### config.mk
export PLATFORM = sky130hd
export DESIGN_NAME = dbsm_top
export DESIGN_NICKNAME = d
export VERILOG_FILES = /design/src/pkg/dbsm_pkg.sv /design/src/rtl/dbsm_top.sv /design/src/rtl/dbsm_bus_choice.sv
export SDC_FILE = /design/constraint.sdc
export NUM_CORES = 1
export LEC_CHECK = 0
export BUFFER_PORTS_ARGS = -buffer_cell sky130_fd_sc_hd__buf_2
export CAP_MARGIN = 20
export CORE_ASPECT_RATIO = 2
export CORE_MARGIN = 1
export CORE_UTILIZATION = 49
export CTS_CLUSTER_SIZE = 30
export DETAILED_ROUTE_END_ITERATION = 6
export PLACE_DENSITY = 0.75
export SYNTH_ARGS = -nofsm -noshare
export SYNTH_HDL_FRONTEND = slang
export SYNTH_SLANG_ARGS = --single-unit
### constraint.sdc
create_clock -name ref_clk -period 1.5 [get_ports ref_clk]
set_input_delay 0.225 -clock ref_clk [delete_from_list [all_inputs] [get_ports ref_clk]]
set_output_delay 0.225 -clock ref_clk [all_outputs]
set_load 0.1 [all_outputs]
### src/pkg/dbsm_pkg.sv
// Package for the dual-bus status and mode register block.
// Assumes a 125 MHz ref_clk; all counts derive from it.
`default_nettype none
package dbsm_pkg;
	localparam int CLK_MHZ = 125;
	// Bit positions within status_mode_word
	localparam int B_TX_OFF_A = 0;
	localparam int B_TX_OFF_B = 1;
	localparam int B_RX_EN_A = 2;
	localparam int B_RX_EN_B = 3;
	localparam int B_TX_FRAME = 4;
	localparam int B_BUS_CHOICE = 5;
	localparam int B_UNUSED = 6;
	localparam int B_READY_A = 7;
	localparam int B_SYNC_A = 8;
	localparam int B_IDLE_A = 9;
	localparam int B_FAULT_A = 10;
	localparam int B_READY_B = 11;
	localparam int B_SYNC_B = 12;
	localparam int B_IDLE_B = 13;
	localparam int B_FAULT_B = 14;
	localparam int B_WINDOW = 15;
	// Writable control bits and their reset value
	localparam logic [5:0] CTRL_MASK_W = 6'h3f;
	localparam logic [5:0] CTRL_RESET = 6'h0c;
	// Next-word window timing, in nanoseconds and ref_clk cycles
	localparam int WIN_OPEN_NS = 3500;
	localparam int WIN_CLOSE_NS = 18500;
	localparam int WIN_OPEN_CYC = (WIN_OPEN_NS * CLK_MHZ + 999) / 1000;
	localparam int WIN_CLOSE_CYC = (WIN_CLOSE_NS * CLK_MHZ) / 1000;
	localparam int WIN_CNT_W = 12;

	// Receive side status of one bus, from its decoder
	typedef struct packed {
		logic word_valid; // One-cycle pulse: good word decoded
		logic word_sync; // Sync kind of that word
		logic [15:0] word; // Decoded word
		logic word_start; // Pulse: new word begins arriving
		logic activity; // Level: bus traffic seen
		logic code_err; // Pulse: bad Manchester encoding
	} dbsm_rx_t;

	// Host access strobe state
	typedef enum logic [1:0] {
		ST_IDLE = 2'b00,
		ST_ACT = 2'b01,
		ST_DONE = 2'b11
	} dbsm_state_t;
endpackage
`default_nettype wire

### src/rtl/dbsm_top.sv
// Status and mode register of a dual-bus transceiver, host side logic.
// Synchronises async host pins (strobe, selects, data, sync, bus select);
// assumes decoder status already on ref_clk; master clear is the rst input.
// Function
// - Bits 0,1 disable bus A/B transmitters
// - Bits 2,3 enable receivers, default one
// - Frame sync is bit 4 OR sync pin
// - Transmit bus is bit 5 OR select pin
// - Data read picks A or B likewise
// - Bit 6 always reads zero
// - Bit 7 mirrors word ready A
// - Ready clears on read or new word
// - Contiguous words clear ready quickly
// - Received word holds until next ready
// - Bit 8 holds last sync kind A
// - Data read A drives sync kind out
// - Bit 9 high while bus A idle
// - Bit 10 flags bad encoding on A
// - Bits 11-14 same for bus B
// - Map select high picks this register
// - Master clear restores all defaults
// - Bit 15 open 3.5 to 18.5 us
`timescale 1ns/1ns
`default_nettype none
module dbsm_top
	import dbsm_pkg::*;
(
	input wire logic ref_clk,
	input wire logic rst,
	input wire logic host_strobe_n, // Active-low host strobe pin
	input wire logic read_not_write, // High for read cycles
	input wire logic map_select_pin, // High selects status_mode_word
	input wire logic bus_select_pin,
	input wire logic [15:0] data_in,
	output logic [15:0] data_out,
	output logic data_oe,
	input wire logic frame_type_in,
	output logic frame_type_out,
	output logic frame_type_oe,
	input wire dbsm_rx_t rx_a,
	input wire dbsm_rx_t rx_b,
	input wire logic tx_start, // Pulse: encoder begins a word
	output logic tx_load, // Pulse: new transmit word written
	output logic [15:0] tx_word,
	output logic tx_cmd_sync,
	output logic tx_bus_b,
	output logic tx_off_a,
	output logic tx_off_b,
	output logic word_ready_a,
	output logic word_ready_b
);
	// Pin synchronisers: stage one only feeds stage two
	logic [20:0] pin_s1_q, pin_s2_q;
	always_ff @(posedge ref_clk) begin
		if (rst) begin
			pin_s1_q <= 21'h00_0000;
			pin_s2_q <= 21'h00_0000;
		end else begin
			pin_s1_q <= {~host_strobe_n, read_not_write, map_select_pin,
				bus_select_pin, frame_type_in, data_in};
			pin_s2_q <= pin_s1_q;
		end
	end
	logic stb, rd, reg_sel, bsel, fsync;
	logic [15:0] din;
	assign {stb, rd, reg_sel, bsel, fsync, din} = pin_s2_q;

	// Whole top-level state except the pin synchronisers
	typedef struct packed {
		dbsm_state_t st;
		logic [5:0] ctrl;
		logic [15:0] dout;
		logic oe;
		logic sync_oe;
		logic sync_out;
		logic load;
		logic [15:0] txw;
		logic cmd;
		logic busb;
		logic win;
		logic [WIN_CNT_W-1:0] win_cnt;
		logic win_run;
		logic rd_a;
		logic rd_b;
	} dbsm_top_t;
	dbsm_top_t s_q, s_d;

	logic [15:0] status_word;
	logic rdy_a, rdy_b, syn_a, syn_b, idl_a, idl_b, flt_a, flt_b;
	logic [15:0] rxw_a, rxw_b;
	logic bus_choice_b;

	// Bus choice combined with the pin
	assign bus_choice_b = s_q.ctrl[B_BUS_CHOICE] | bsel;

	// Assemble the readable register
	always_comb begin
		status_word = 16'h0000;
		status_word[5:0] = s_q.ctrl;
		status_word[B_UNUSED] = 1'b0;
		status_word[B_READY_A] = rdy_a;
		status_word[B_SYNC_A] = syn_a;
		status_word[B_IDLE_A] = idl_a;
		status_word[B_FAULT_A] = flt_a;
		status_word[B_READY_B] = rdy_b;
		status_word[B_SYNC_B] = syn_b;
		status_word[B_IDLE_B] = idl_b;
		status_word[B_FAULT_B] = flt_b;
		status_word[B_WINDOW] = s_q.win;
	end

	// Access sequencing, register writes, window timer
	always_comb begin
		s_d = s_q;
		s_d.load = 1'b0;
		s_d.rd_a = 1'b0;
		s_d.rd_b = 1'b0;
		case (s_q.st)
			ST_IDLE: begin
				if (stb) begin // One action per strobe
					s_d.st = ST_ACT;
					if (rd) begin
						s_d.oe = 1'b1;
						if (reg_sel) begin
							s_d.dout = status_word;
						end else if (bus_choice_b) begin
							s_d.dout = rxw_b;
							s_d.rd_b = 1'b1;
							s_d.sync_oe = 1'b1;
							s_d.sync_out = syn_b;
						end else begin
							s_d.dout = rxw_a;
							s_d.rd_a = 1'b1;
							s_d.sync_oe = 1'b1;
							s_d.sync_out = syn_a;
						end
					end else if (reg_sel) begin
						s_d.ctrl = din[5:0] & CTRL_MASK_W;
					end else begin
						s_d.load = 1'b1;
						s_d.txw = din;
						s_d.cmd = s_q.ctrl[B_TX_FRAME] | fsync;
						s_d.busb = bus_choice_b;
					end
				end
			end
			ST_ACT: begin
				if (!stb) begin
					s_d.st = ST_DONE;
					s_d.oe = 1'b0;
					s_d.sync_oe = 1'b0;
				end
			end
			ST_DONE: begin
				s_d.st = ST_IDLE;
			end
			default: begin
				s_d.st = ST_IDLE;
			end
		endcase
		// Window opens and closes relative to transmission start
		if (tx_start) begin
			s_d.win_run = 1'b1;
			s_d.win_cnt = '0;
			s_d.win = 1'b0;
		end else if (s_q.win_run) begin
			s_d.win_cnt = s_q.win_cnt + 1'b1;
			if (s_q.win_cnt == WIN_CNT_W'(WIN_OPEN_CYC - 1)) begin
				s_d.win = 1'b1;
			end
			if (s_q.win_cnt == WIN_CNT_W'(WIN_CLOSE_CYC - 1)) begin
				s_d.win = 1'b0;
				s_d.win_run = 1'b0;
			end
		end
	end

	// State register; master clear returns defaults
	always_ff @(posedge ref_clk) begin
		if (rst) begin
			s_q <= '0;
			s_q.ctrl <= CTRL_RESET;
			s_q.st <= ST_IDLE;
		end else begin
			s_q <= s_d;
		end
	end

	// Per-bus receive status
	dbsm_bus_choice u_bus_choice_a (
		.ref_clk(ref_clk), .rst(rst), .rx(rx_a),
		.rx_en(s_q.ctrl[B_RX_EN_A]), .rd_pulse(s_q.rd_a),
		.ready(rdy_a), .sync_kind(syn_a), .idle(idl_a), .fault(flt_a), .word(rxw_a)
	);
	dbsm_bus_choice u_bus_choice_b (
		.ref_clk(ref_clk), .rst(rst), .rx(rx_b),
		.rx_en(s_q.ctrl[B_RX_EN_B]), .rd_pulse(s_q.rd_b),
		.ready(rdy_b), .sync_kind(syn_b), .idle(idl_b), .fault(flt_b), .word(rxw_b)
	);

	assign data_out = s_q.dout;
	assign data_oe = s_q.oe;
	assign frame_type_out = s_q.sync_out;
	assign frame_type_oe = s_q.sync_oe;
	assign tx_load = s_q.load;
	assign tx_word = s_q.txw;
	assign tx_cmd_sync = s_q.cmd;
	assign tx_bus_b = s_q.busb;
	assign tx_off_a = s_q.ctrl[B_TX_OFF_A];
	assign tx_off_b = s_q.ctrl[B_TX_OFF_B];
	assign word_ready_a = rdy_a;
	assign word_ready_b = rdy_b;

	a_one_load: assert property (@(posedge ref_clk) disable iff (rst)
		tx_load |=> !tx_load)
		else $error("transmit load longer than a cycle");
	a_cmd_or: assert property (@(posedge ref_clk) disable iff (rst)
		s_q.st == ST_IDLE && stb && !rd && !reg_sel |=>
		tx_load && tx_cmd_sync == ($past(s_q.ctrl[B_TX_FRAME]) | $past(fsync)))
		else $error("sync kind not OR of bit and pin");
	a_bus_or: assert property (@(posedge ref_clk) disable iff (rst)
		tx_load |-> tx_bus_b == ($past(s_q.ctrl[B_BUS_CHOICE]) | $past(bsel)))
		else $error("bus not OR of bit and pin");
	a_bit6_zero: assert property (@(posedge ref_clk) disable iff (rst)
		data_oe && $rose(data_oe) && $past(reg_sel) |-> !data_out[B_UNUSED])
		else $error("unused bit read as one");
	a_sync_drive: assert property (@(posedge ref_clk) disable iff (rst)
		$past(s_q.st == ST_IDLE && stb && rd && !reg_sel && !bus_choice_b) |->
		frame_type_oe && frame_type_out == $past(syn_a))
		else $error("sync kind not driven on read A");
	a_win_open: assert property (@(posedge ref_clk) disable iff (rst)
		s_q.win_run && s_q.win_cnt == WIN_CNT_W'(WIN_OPEN_CYC - 1) && !tx_start |=> s_q.win)
		else $error("window did not open");
	a_win_close: assert property (@(posedge ref_clk) disable iff (rst)
		s_q.win_cnt == WIN_CNT_W'(WIN_CLOSE_CYC - 1) && s_q.win_run && !tx_start
		|=> !s_q.win)
		else $error("window did not close");
	a_ctrl_write: assert property (@(posedge ref_clk) disable iff (rst)
		s_q.st == ST_IDLE && stb && !rd && reg_sel |=> s_q.ctrl == $past(din[5:0]))
		else $error("control bits not written");
endmodule
`default_nettype wire

### src/rtl/dbsm_bus_choice.sv
// One bus channel's receive status: word ready, sync, idle, fault and data.
// Assumes its decoder inputs are already on ref_clk.
`timescale 1ns/1ns
`default_nettype none
module dbsm_bus_choice
	import dbsm_pkg::*;
(
	input wire logic ref_clk,
	input wire logic rst,
	input wire dbsm_rx_t rx,
	input wire logic rx_en,
	input wire logic rd_pulse,
	output logic ready,
	output logic sync_kind,
	output logic idle,
	output logic fault,
	output logic [15:0] word
);
	// Whole channel state
	typedef struct packed {
		logic ready;
		logic sync_kind;
		logic idle;
		logic fault;
		logic [15:0] word;
	} dbsm_bus_choice_t;
	dbsm_bus_choice_t s_q, s_d;

	// Next-state logic; a disabled receiver ignores all bus activity
	always_comb begin
		s_d = s_q;
		if (rx_en) begin
			s_d.idle = ~rx.activity;
			if (rd_pulse || rx.word_start) begin
				s_d.ready = 1'b0;
			end
			if (rx.word_valid) begin
				s_d.ready = 1'b1; // set wins over clear
				s_d.word = rx.word; // overwrite only on new ready
				s_d.sync_kind = rx.word_sync;
				s_d.fault = 1'b0;
			end
			// Fault set wins over the clear by a good word
			if (rx.code_err) begin
				s_d.fault = 1'b1;
			end
		end else begin
			s_d.idle = 1'b1;
		end
	end

	// State register, cleared by master clear
	always_ff @(posedge ref_clk) begin
		if (rst) begin
			s_q <= '0;
		end else begin
			s_q <= s_d;
		end
	end

	assign ready = s_q.ready;
	assign sync_kind = s_q.sync_kind;
	assign idle = s_q.idle;
	assign fault = s_q.fault;
	assign word = s_q.word;

	a_ready_set: assert property (@(posedge ref_clk) disable iff (rst)
		rx_en && rx.word_valid |=> ready && word == $past(rx.word))
		else $error("ready not set on valid word");
	a_ready_clr: assert property (@(posedge ref_clk) disable iff (rst)
		rx_en && rd_pulse && !rx.word_valid |=> !ready)
		else $error("ready not cleared by read");
	a_word_hold: assert property (@(posedge ref_clk) disable iff (rst)
		!$rose(ready) && !rx.word_valid |=> $stable(word))
		else $error("word changed without new ready");
	a_rx_off: assert property (@(posedge ref_clk) disable iff (rst)
		!rx_en |=> $stable(word) && $stable(fault))
		else $error("disabled receiver changed state");
endmodule
`default_nettype wire

After elaboration in Yosys (flattened, before gate mapping)
Cells that the tools add are included.
{"block": "word_totals", "in_bits": 66, "word_cells": 101, "mem_bits_rw": 0, "ff_bits": 144, "latchBits": 0, "romBits": 0, "out_inout_bits": 42, "mem_count": 0}
{"block": "op_classes", "bitwise": 9, "mul": 0, "n_lt_le_gt_ge": 0, "add_sub_neg": 1, "div_mod_pow": 0, "n_eq_ne": 7, "n_reduce_logical": 26, "n_mux": 31, "n_shift": 0}
{"cell": "19-bit 2-to-1 mux", "count": 3}
{"cell": "46-bit 2-to-1 mux", "count": 1}
{"cell": "17-bit 2-to-1 mux", "count": 2}
{"cell": "16-bit 2-to-1 mux", "count": 2}
{"cell": "2-bit AND reduction", "count": 8}
{"cell": "4-bit AND reduction", "count": 4}
{"cell": "1-bit 2-to-1 mux", "count": 14}
{"cell": "12-bit by 1-bit adder with 12-bit output, second input constant", "count": 1}
{"cell": "12-bit == test, second input constant", "count": 1}
{"cell": "12-bit by 9-bit == test with 1-bit output, second input constant", "count": 1}
{"cell": "6-bit 2-to-1 mux", "count": 2}
{"cell": "2-bit nonzero test", "count": 6}
{"cell": "2-bit 2-to-1 mux", "count": 5}
{"cell": "2-bit != test, second input constant", "count": 4}
{"cell": "2-bit case mux with 2 select lines", "count": 2}
{"cell": "1-bit inverter", "count": 7}
{"cell": "5-bit AND reduction", "count": 1}
{"cell": "5-bit OR reduction", "count": 1}
{"cell": "4-bit OR reduction", "count": 1}
{"cell": "3-bit AND reduction", "count": 1}
{"cell": "2-bit by 1-bit == test with 1-bit output, second input constant", "count": 1}
{"cell": "2-bit zero test", "count": 1}
{"cell": "1-bit logical OR", "count": 2}
{"cell": "1-bit OR", "count": 2}
{"cell": "2-bit OR reduction", "count": 1}

Logic depth before layout (Yosys ltp)
Gate-level depths: netlist of run 1.
{"block": "depth", "ltp_word": 6, "mapped_depth": 6, "mapped_depth_nobuf": 5}

Modules after synthesis
A second synthesis of run 1 with hierarchy kept.
{"block": "hier_totals", "cells_unflattened": 627, "hier_area_um2": 5980.7}
{"mod": "dbsm_top", "instances": 1, "cells_per_inst": 451, "area_each_um2": 4241.6, "seq_area_each_um2": 2082.0}
{"mod": "dbsm_bus_choice", "instances": 2, "cells_per_inst": 88, "area_each_um2": 869.6, "seq_area_each_um2": 400.4}

Least setup slack after synthesis of run 1
Ideal clock, no wire load.
{"block": "synth_path", "path_kind": "register -> register", "from": "register s_q[3] (netlist bit)", "to": "register s_q[13] (netlist bit)", "n_path_buf": 0, "path_stages_with_launch": 5, "required_ns": 1.430, "path_slack_ns": -0.011, "setup_time_ns": 0.070, "period_less_slack_ns": 1.511, "arrival_ns": 1.440, "path_cell_list": "dfxtp_1 > ha_1 > nand4_1 > or4_1 > a21oi_1"}
{"block": "synth_between", "elab_chain_cells": 1}
{"item": "start: declaration", "line_no": "dbsm_top.sv:86", "source": "dbsm_top_t s_q, s_d;"}
{"item": "12-bit by 1-bit adder with 12-bit output", "line_no": "dbsm_top.sv:167", "source": "s_d.win_cnt = s_q.win_cnt + 1'b1;"}
Every way passes these cells.
A chain may end at the register's enable or synchronous reset.

Worst setup path in the final report of run 1
{"block": "layout_path", "from": "register s_q[12] (netlist bit)", "to": "register s_q[15] (netlist bit)"}
{"block": "layout_between", "elab_chain_cells": 3, "elab_cells_between_ends": 5, "cone_classes": "eq/ne (2); mux (1); reduce/logical (2)"}
{"item": "12-bit by 9-bit == test with 1-bit output or 12-bit == test (tied branches)", "line_no": "dbsm_top.sv:168, dbsm_top.sv:171"}
{"item": "2-bit nonzero test (no source line)"}
{"item": "2-bit AND reduction (no source line)"}
Parallel ways exist; a longest one is shown, timed or not.

==> implementation parameters, run 1 <==
Parameter                              Value

Floorplan
  Starting density of the core    50.18%
  Core area    11220 um^2
  Area of the die    11950 um^2
  Overall die height    153.6 um
  Number of cell rows    55
  Chip Width    77.79 um
  Ports placed on the boundary    108

Synthesis
  Post-Syn Area    5629 um^2
  Fraction of the yosys area taken by sequential cells    51.21%
  Leading register cell type out of synthesis    dfxtp_1
  Synthesized instance count    619
  Share of synthesized cell area in full adder, half adder and majority cells    0.4445%
  Area fraction in compound gates after synthesis    17.40%
  Fraction of post-synthesis cell area in the top cell type by area    51.21%
  Cell with the most instances after synthesis    dfxtp_1
  Synth area leader    dfxtp_1
  Number of enable flip-flop cells after synthesis    0
  Synthesized flop and latch total    144
  Xor and xnor area share after synthesis    0.4668%
  Mean area per synthesized cell    9.094 um^2
  Number of nets in the synthesized netlist    687
  Count of synthesis-stage warnings from yosys    0
  Async set-or-reset flop fraction in the synthesized netlist    0%
  Combinational family with the most area after synthesis    simple AND/OR/NAND/NOR gates
  Most area-consuming cells after synthesis    dfxtp_1, nor2b_1, a21oi_1, nand2_1, buf_4
  Synth Area in Simple Gates    20.69%
  Share of synthesized area spent on multiplexers    0.7113%
  Leading post-synthesis cells by instance count    dfxtp_1, nand2_1, a21oi_1
  Netlist cell types    52

Final layout
  Post-layout nets    790
  Final-layout fill cell count    924
  Final cell count without fillers    877
  Diode insertion count for antenna repair    0
  Relative area change from synthesis to final layout    25.41%
  Final cell utilization of the core    62.93%
  Share of post-route cells with drive strength above 1    28.84%
  Final non-filler cell area    7059 um^2

Setup path
  Buffer and inverter count on the worst path    0
  Top fanout value on the critical path    5
  Max stage delay cell, worst path    or4_4
  Crit path largest cell delay    0.53 ns
  Classification of the worst setup path    reg2reg
  Worst EP required    1.79 ns
  Top Family by Delay on Critical Path    simple AND/OR/NAND/NOR gates
  Startpoint types    flip-flop
  Ordered cell list for the critical path    or2_2 > or4_4 > o211a_1
  CP Data Arrival Time    1.77 ns
  Capturing element type of the critical path    flip-flop

Route
  Total length of routed met3 wires    557 um
  Met2 WL post-DR    7.303 mm
  Number of remaining DRC errors    0
  Detailed-route via count    4682
  Aggregate routed wire length    13.45 mm
  Detailed-route wire length on metal 1    5.105 mm
  Detail Route Antenna Nets    0
  Max layer used    met4
  Pre-antenna DRT Iters    6
  Drt wl/cell    15.34 um
  Initial detailed-routing violation count    266
  Number of vias per cell    5.339

Timing
  Top achievable clock speed    0.6790 GHz
  Crit path time final    1.473 ns
  Max-slew violation count    0
  Relative max-transition margin    66.90%
  Setup violation total in the final timing report    0
  Worst-case clock skew    0.007523 ns
  Actual transition at the worst max-transition pin    0.4999 ns
  Final number of hold-violating endpoints    0
  Crit share post-route    98.19%

Global routing
  Largest net degree at the start of global routing    48
  Total congestion overflow    0
  Number of global-route vias before repair    4603
  GRT Total Usage    23.09%
  Global-route wire length before repair    21.35 mm
  Number of antenna violations at the first check in global routing    0

Run
  # Max-Cap Violations    0

Placed design
  Weighted congestion reported at the end of routability-driven placement    0.8631
  Cell area reported after detailed placement    6286 um^2
  Number of buffer cells added on primary ports    107
  Estimated wirelength of the detail-placed design    9.486 mm
  Cell total after placement    838

Clock network
  Clock Path Buffers    2
  Clock tree sinks    144
  Clock latency on the worst-skew pair    0.41 ns
  CTS Buf Count    17
  Clock transition at the register clock pins on the worst setup and hold paths after CTS    0.06 ns
  TritonCTS clock tree    yes
  Clock root buffer    clkbuf_16
  Htree depth    4

Power
  Worst voltage drop across the vdd grid    1.191 mV
  LEAKAGE    2.880 nW
  Power share of the clock group    49.2%
  Switching power share of the total    22.39%
  Flop pwr share    43.6%
  Post-layout total power    9.261 mW
  Net load switching power    2.073 mW
  Internal cell power    7.187 mW
  Power Density    1312 nW/um^2
  Comb pwr share    7.3%

Run status
  Run status    complete, no violations

Worst hold path
  Type of the tightest min-delay check    in2reg
==> cell type report <==
type                       count  area, um^2  share of cell area [%]
sequential                   144        2888                   40.91
multi-input combinational    381        2291                   32.45
timing repair buffer         157       982.2                   13.91
clock buffer                  19       432.9                   6.133
clock inverter                13       209.0                   2.960
tap                          142       177.7                   2.517
inverter                      21       78.83                   1.117
==> flip-flops by register name, summed over array words and instances (netlist names), 16 cells and up <==
signal / count
tx_word: 16
data_out: 16
s_q: 22
u_bus_choice_b.word: 16
u_bus_choice_a.word: 16
pin_s1_q: 21
pin_s2_q: 21
==> power groups by stage <==
stage / clock network [mW] / logic (mW) / registers [mW]
finish: 4.55 / 0.674 / 4.03
global route: 4.78 / 0.731 / 4.05
CTS: 4.60 / 0.663 / 4.03
detailed placement: 0 / 0.653 / 4.11
global placement: 0 / 0.640 / 4.11
floorplan: 0 / 0.380 / 4.15
==> layer usage <==
metal | GRT usage, % | up-vias
li1 | - | 2293
met1 | 24.41 | 2202
met2 | 41.68 | 153
met3 | 4.154 | 34
met4 | 13.75 | 0
met5 | 0 | -
==> stage by stage <==
step	setup WS [ns]	hold WS, ns	setup TNS [ns]
global route	-0.007351	0.02558	-0.01502
global placement	0.03682	0.4160	0
detailed placement	0.002711	0.4190	0
finish	0.02720	0.01923	0
floorplan	0.006292	0.2917	0
CTS	-0.01613	0.01063	-0.01613
==> layout by cell type, fill, tap and decap left out, types with 4 or more instances in the layout <==
master	synthesis	layout
nand3_1	22	22
nor2_1	13	13
dfxtp_1	144	140
o32ai_1	15	12
dfxtp_2	0	4
o21a_1	16	16
buf_4	32	40
bufinv_16	0	5
o21ai_2	8	8
buf_12	0	4
clkbuf_16	0	17
nor2b_1	56	56
a211oi_1	16	16
o21ai_0	17	13
inv_1	20	20
o21ai_1	0	4
nand2_1	81	81
buf_2	12	106
mux2i_1	4	4
nor3_1	5	5
a21oi_1	68	68
nor4_1	5	4
==> worst paths after layout <==
path	start	to	slack, ns	depth (start not counted)
max	s_q[12]	s_q[15]	0.03	3
min	data_in[10]	pin_s1_q[10]	0.02	2
max reg2reg	s_q[12]	s_q[15]	0.03	3
min reg2reg	pin_s1_q[11]	pin_s2_q[11]	0.43	1
==> kinds of logic (layout without fill, tap and decap cells) <==
logic type / count (synthesis) / after routing
AOI/OAI and AO/OA: 154 / 154
xor gates and xnor gates: 3 / 3
adders and majority gates: 2 / 2
buffers and inverters: 94 / 210
DFF: 144 / 144
muxes: 4 / 4
and+or+nand+nor: 218 / 218
==> repair_timing <==
| item | CTS | global route |
|---|---|---|
| endpoints found under the setup margin | 3 | 32 |
| endpoints found under the hold margin | 3 | 0 |
| gates cloned | 0 | 1 |
| buffers inserted | 0 | 3 |
| hold buffers | 3 | 0 |
| pin swaps | 0 | 1 |
| resized for setup | 3 | 18 |
Power figures use the tool's default switching activity.
==> inputs of run 2 (changes only) <==
--- a/config.mk
+++ b/config.mk
@@ -5,7 +5,7 @@
 export SDC_FILE = /design/constraint.sdc
 export NUM_CORES = 1
 export LEC_CHECK = 0
-export BUFFER_PORTS_ARGS = -buffer_cell sky130_fd_sc_hd__buf_2
+export BUFFER_PORTS_ARGS = -buffer_cell sky130_fd_sc_hd__buf_4
 export CAP_MARGIN = 20
 export CORE_ASPECT_RATIO = 2
 export CORE_MARGIN = 1
==> run 2 against run 1 <==
Compared with the run above: total power about the same; flip-flop and latch count unchanged; die area unchanged; routed wire length grew 4.0%; register-to-register slack improved by 0.02 ns; core utilization up 2.9 points; critical path type unchanged; critical endpoint is now data_out[15].
==> implementation parameters, run 2 (same netlist as run 1, synthesis figures left out) <==
Parameter                              Value

Run status
  Run status    complete, no violations

Timing
  Final number of hold-violating endpoints    0 (unchanged)
  Max-slew violation count    0 (unchanged)
  Final hold slack    0.02129 ns (+0.002064 ns)
  Setup violation total in the final timing report    0 (unchanged)
  Actual transition at the worst max-transition pin    0.7188 ns (+0.2189 ns)
  Crit share post-route    97.03% (-1.2 points)
  Top achievable clock speed    0.6871 GHz (+1.2%)
  Relative max-transition margin    52.08% (-15 points)
  Setup slack of the critical path after layout    0.04457 ns (+0.01737 ns)
  RSZ-0062 raised after global routing    true
  Worst-case clock skew    0.01218 ns (+0.004655 ns)
  Crit path time final    1.455 ns (-0.01737 ns)

Placed design
  Worst slack after detailed placement    -0.02518 ns (-0.02789 ns)
  Weighted congestion reported at the end of routability-driven placement    0.8630 (about the same)
  Estimated wirelength of the detail-placed design    9.860 mm (+3.9%)
  Cell area reported after detailed placement    6511 um^2 (+3.6%)
  Number of buffer cells added on primary ports    107 (unchanged)

Route
  Drt wl/cell    15.98 um (+4.2%)
  Pre-antenna DRT Iters    7 (+1)
  Aggregate routed wire length    14.00 mm (+4.0%)
  Initial detailed-routing violation count    167 (-37%)
  Number of vias per cell    5.381 (+0.80%)
  Detail Route Antenna Nets    0 (unchanged)
  Detailed-route via count    4714 (+0.68%)
  Number of remaining DRC errors    0 (unchanged)

Setup path
  Capturing element type of the critical path    flip-flop
  Critical path startpoint    s_q[61]
  Critical register-to-register path startpoint    s_q[61]
  Classification of the worst setup path    reg2reg
  Top fanout value on the critical path    6 (+1)
  Startpoint types    flip-flop
  CP Data Arrival Time    1.77 ns (about the same)
  Worst EP required    1.82 ns (+0.03 ns)

Power
  Net load switching power    2.138 mW (+3.1%)
  Switching power share of the total    23.07% (+0.68 points)
  Comb pwr share    7.9% (+0.6 points)
  Internal cell power    7.131 mW (-0.78%)
  Worst voltage drop across the vdd grid    0.9520 mV (-20%)
  Post-layout total power    9.269 mW (about the same)
  Power share of the clock group    48.6% (-0.6 points)
  Power Density    1256 nW/um^2 (-4.3%)
  LEAKAGE    2.941 nW (+2.1%)
  Flop pwr share    43.5% (about the same)

Clock network
  Clock Path Buffers    2 (unchanged)
  Clock tree sinks    144 (unchanged)
  TritonCTS clock tree    yes
  Htree depth    4 (unchanged)
  Clock root buffer    clkbuf_16
  CTS Buf Count    17 (unchanged)
  Clock latency on the worst-skew pair    0.42 ns (about the same)
  Clock transition at the register clock pins on the worst setup and hold paths after CTS    0.06 ns (about the same)

Global routing
  Number of global-route vias before repair    4835 (+5.0%)
  Number of antenna violations at the first check in global routing    0 (unchanged)
  Total congestion overflow    0 (unchanged)
  Global-route wire length before repair    22.54 mm (+5.6%)
  Largest net degree at the start of global routing    38 (-21%)
  GRT Total Usage    24.56% (+1.5 points)

Floorplan
  Starting density of the core    50.18% (unchanged)
  Number of cell rows    55 (unchanged)
  Core area    11220 um^2 (unchanged)
  Ports placed on the boundary    108 (unchanged)
  Area of the die    11950 um^2 (unchanged)
  Chip Width    77.79 um (unchanged)
  Overall die height    153.6 um (unchanged)

Worst hold path
  Type of the tightest min-delay check    in2reg
  Hold Crit Start    data_in[10]

Final layout
  Commonest non-fill, non-tap cells in the layout    buf_4, dfxtp_1, nand2_1
  Diode insertion count for antenna repair    0 (unchanged)
  Number of flip-flops under the largest register name    22 (unchanged)
  Biggest registers after layout    s_q: 22 flops, pin_s1_q: 21 flops, pin_s2_q: 21 flops
  Register bank with the most flops    s_q
  Share of post-route cells with drive strength above 1    30.79% (+1.9 points)
  Most common cell after layout, fill and taps aside    buf_4
  Relative area change from synthesis to final layout    31.14%
  Final non-filler cell area    7382 um^2 (+4.6%)
  Post-layout nets    789 (-0.13%)

Run
  # Max-Cap Violations    0 (unchanged)
-- run 2: cell types whose count changed in the layout (fill, tap and decap cells not counted), sizes merged --
cell / delta
clkbuf: -2
inv: +2
bufinv: -1
-- run 2: power groups by stage --
stage | Sequential, mW | Combinational, mW | Clock [mW]
3_5_place_dp | 4.11 | 0.700 | 0
5_1_grt | 4.05 | 0.792 | 4.77
3_3_place_gp | 4.11 | 0.683 | 0
2_1_floorplan | 4.15 | 0.380 | 0
4_1_cts | 4.03 | 0.713 | 4.58
6_report | 4.03 | 0.732 | 4.50
-- run 2: repair_timing --
item / 4_1_cts / 5_1_grt
resized for setup: 6 / 32
pin swaps: 0 / 6
buffers inserted: 0 / 5
hold buffers: 3 / 0
setup endpoints to repair: 12 / 36
endpoints found under the hold margin: 3 / 0
-- run 2: worst paths after layout --
check,to,slack (ns),cells after the start
min,pin_s1_q[10],0.02,2
max,data_out[15],0.04,5
max reg2reg,data_out[15],0.04,5
min reg2reg,pin_s2_q[9],0.44,1
-- run 2: final cells by class --
cell class | instances | area, um^2
Multi-Input combinational cell | 381 | 2352
Timing Repair Buffer | 156 | 1235
Sequential cell | 144 | 2895
Tap cell | 142 | 177.7
Fill cell | 912 | 3835
Clock inverter | 14 | 203.9
Inverter | 21 | 78.83
Clock buffer | 18 | 439.2
-- run 2: worst max-delay path: stages (launching register included) --
cell and delay, ns:
dfxtp_1 0.33, buf_4 0.15, and4bb_2 0.32, nand2b_1 0.10, buf_4 0.18, o32ai_1 0.28
-- run 2: layer usage --
layer	routed length [um]	GRT usage (%)	vias up
met1	5047	23.53	2209
met4	536	14.38	0
met2	7829	46.69	172
met5	0	0	-
li1	-	-	2297
met3	584	5.104	36
-- run 2: stage by stage --
step | utilization (%) | instances | TNS [ns]
finish | 65.81 | 876 | 0
global route | 65.81 | 876 | -0.1314
CTS | 64.22 | 871 | 0
detailed placement | 58.05 | 836 | -0.06359
global placement | 58.05 | 836 | -0.03759
floorplan | - | 619 | 0
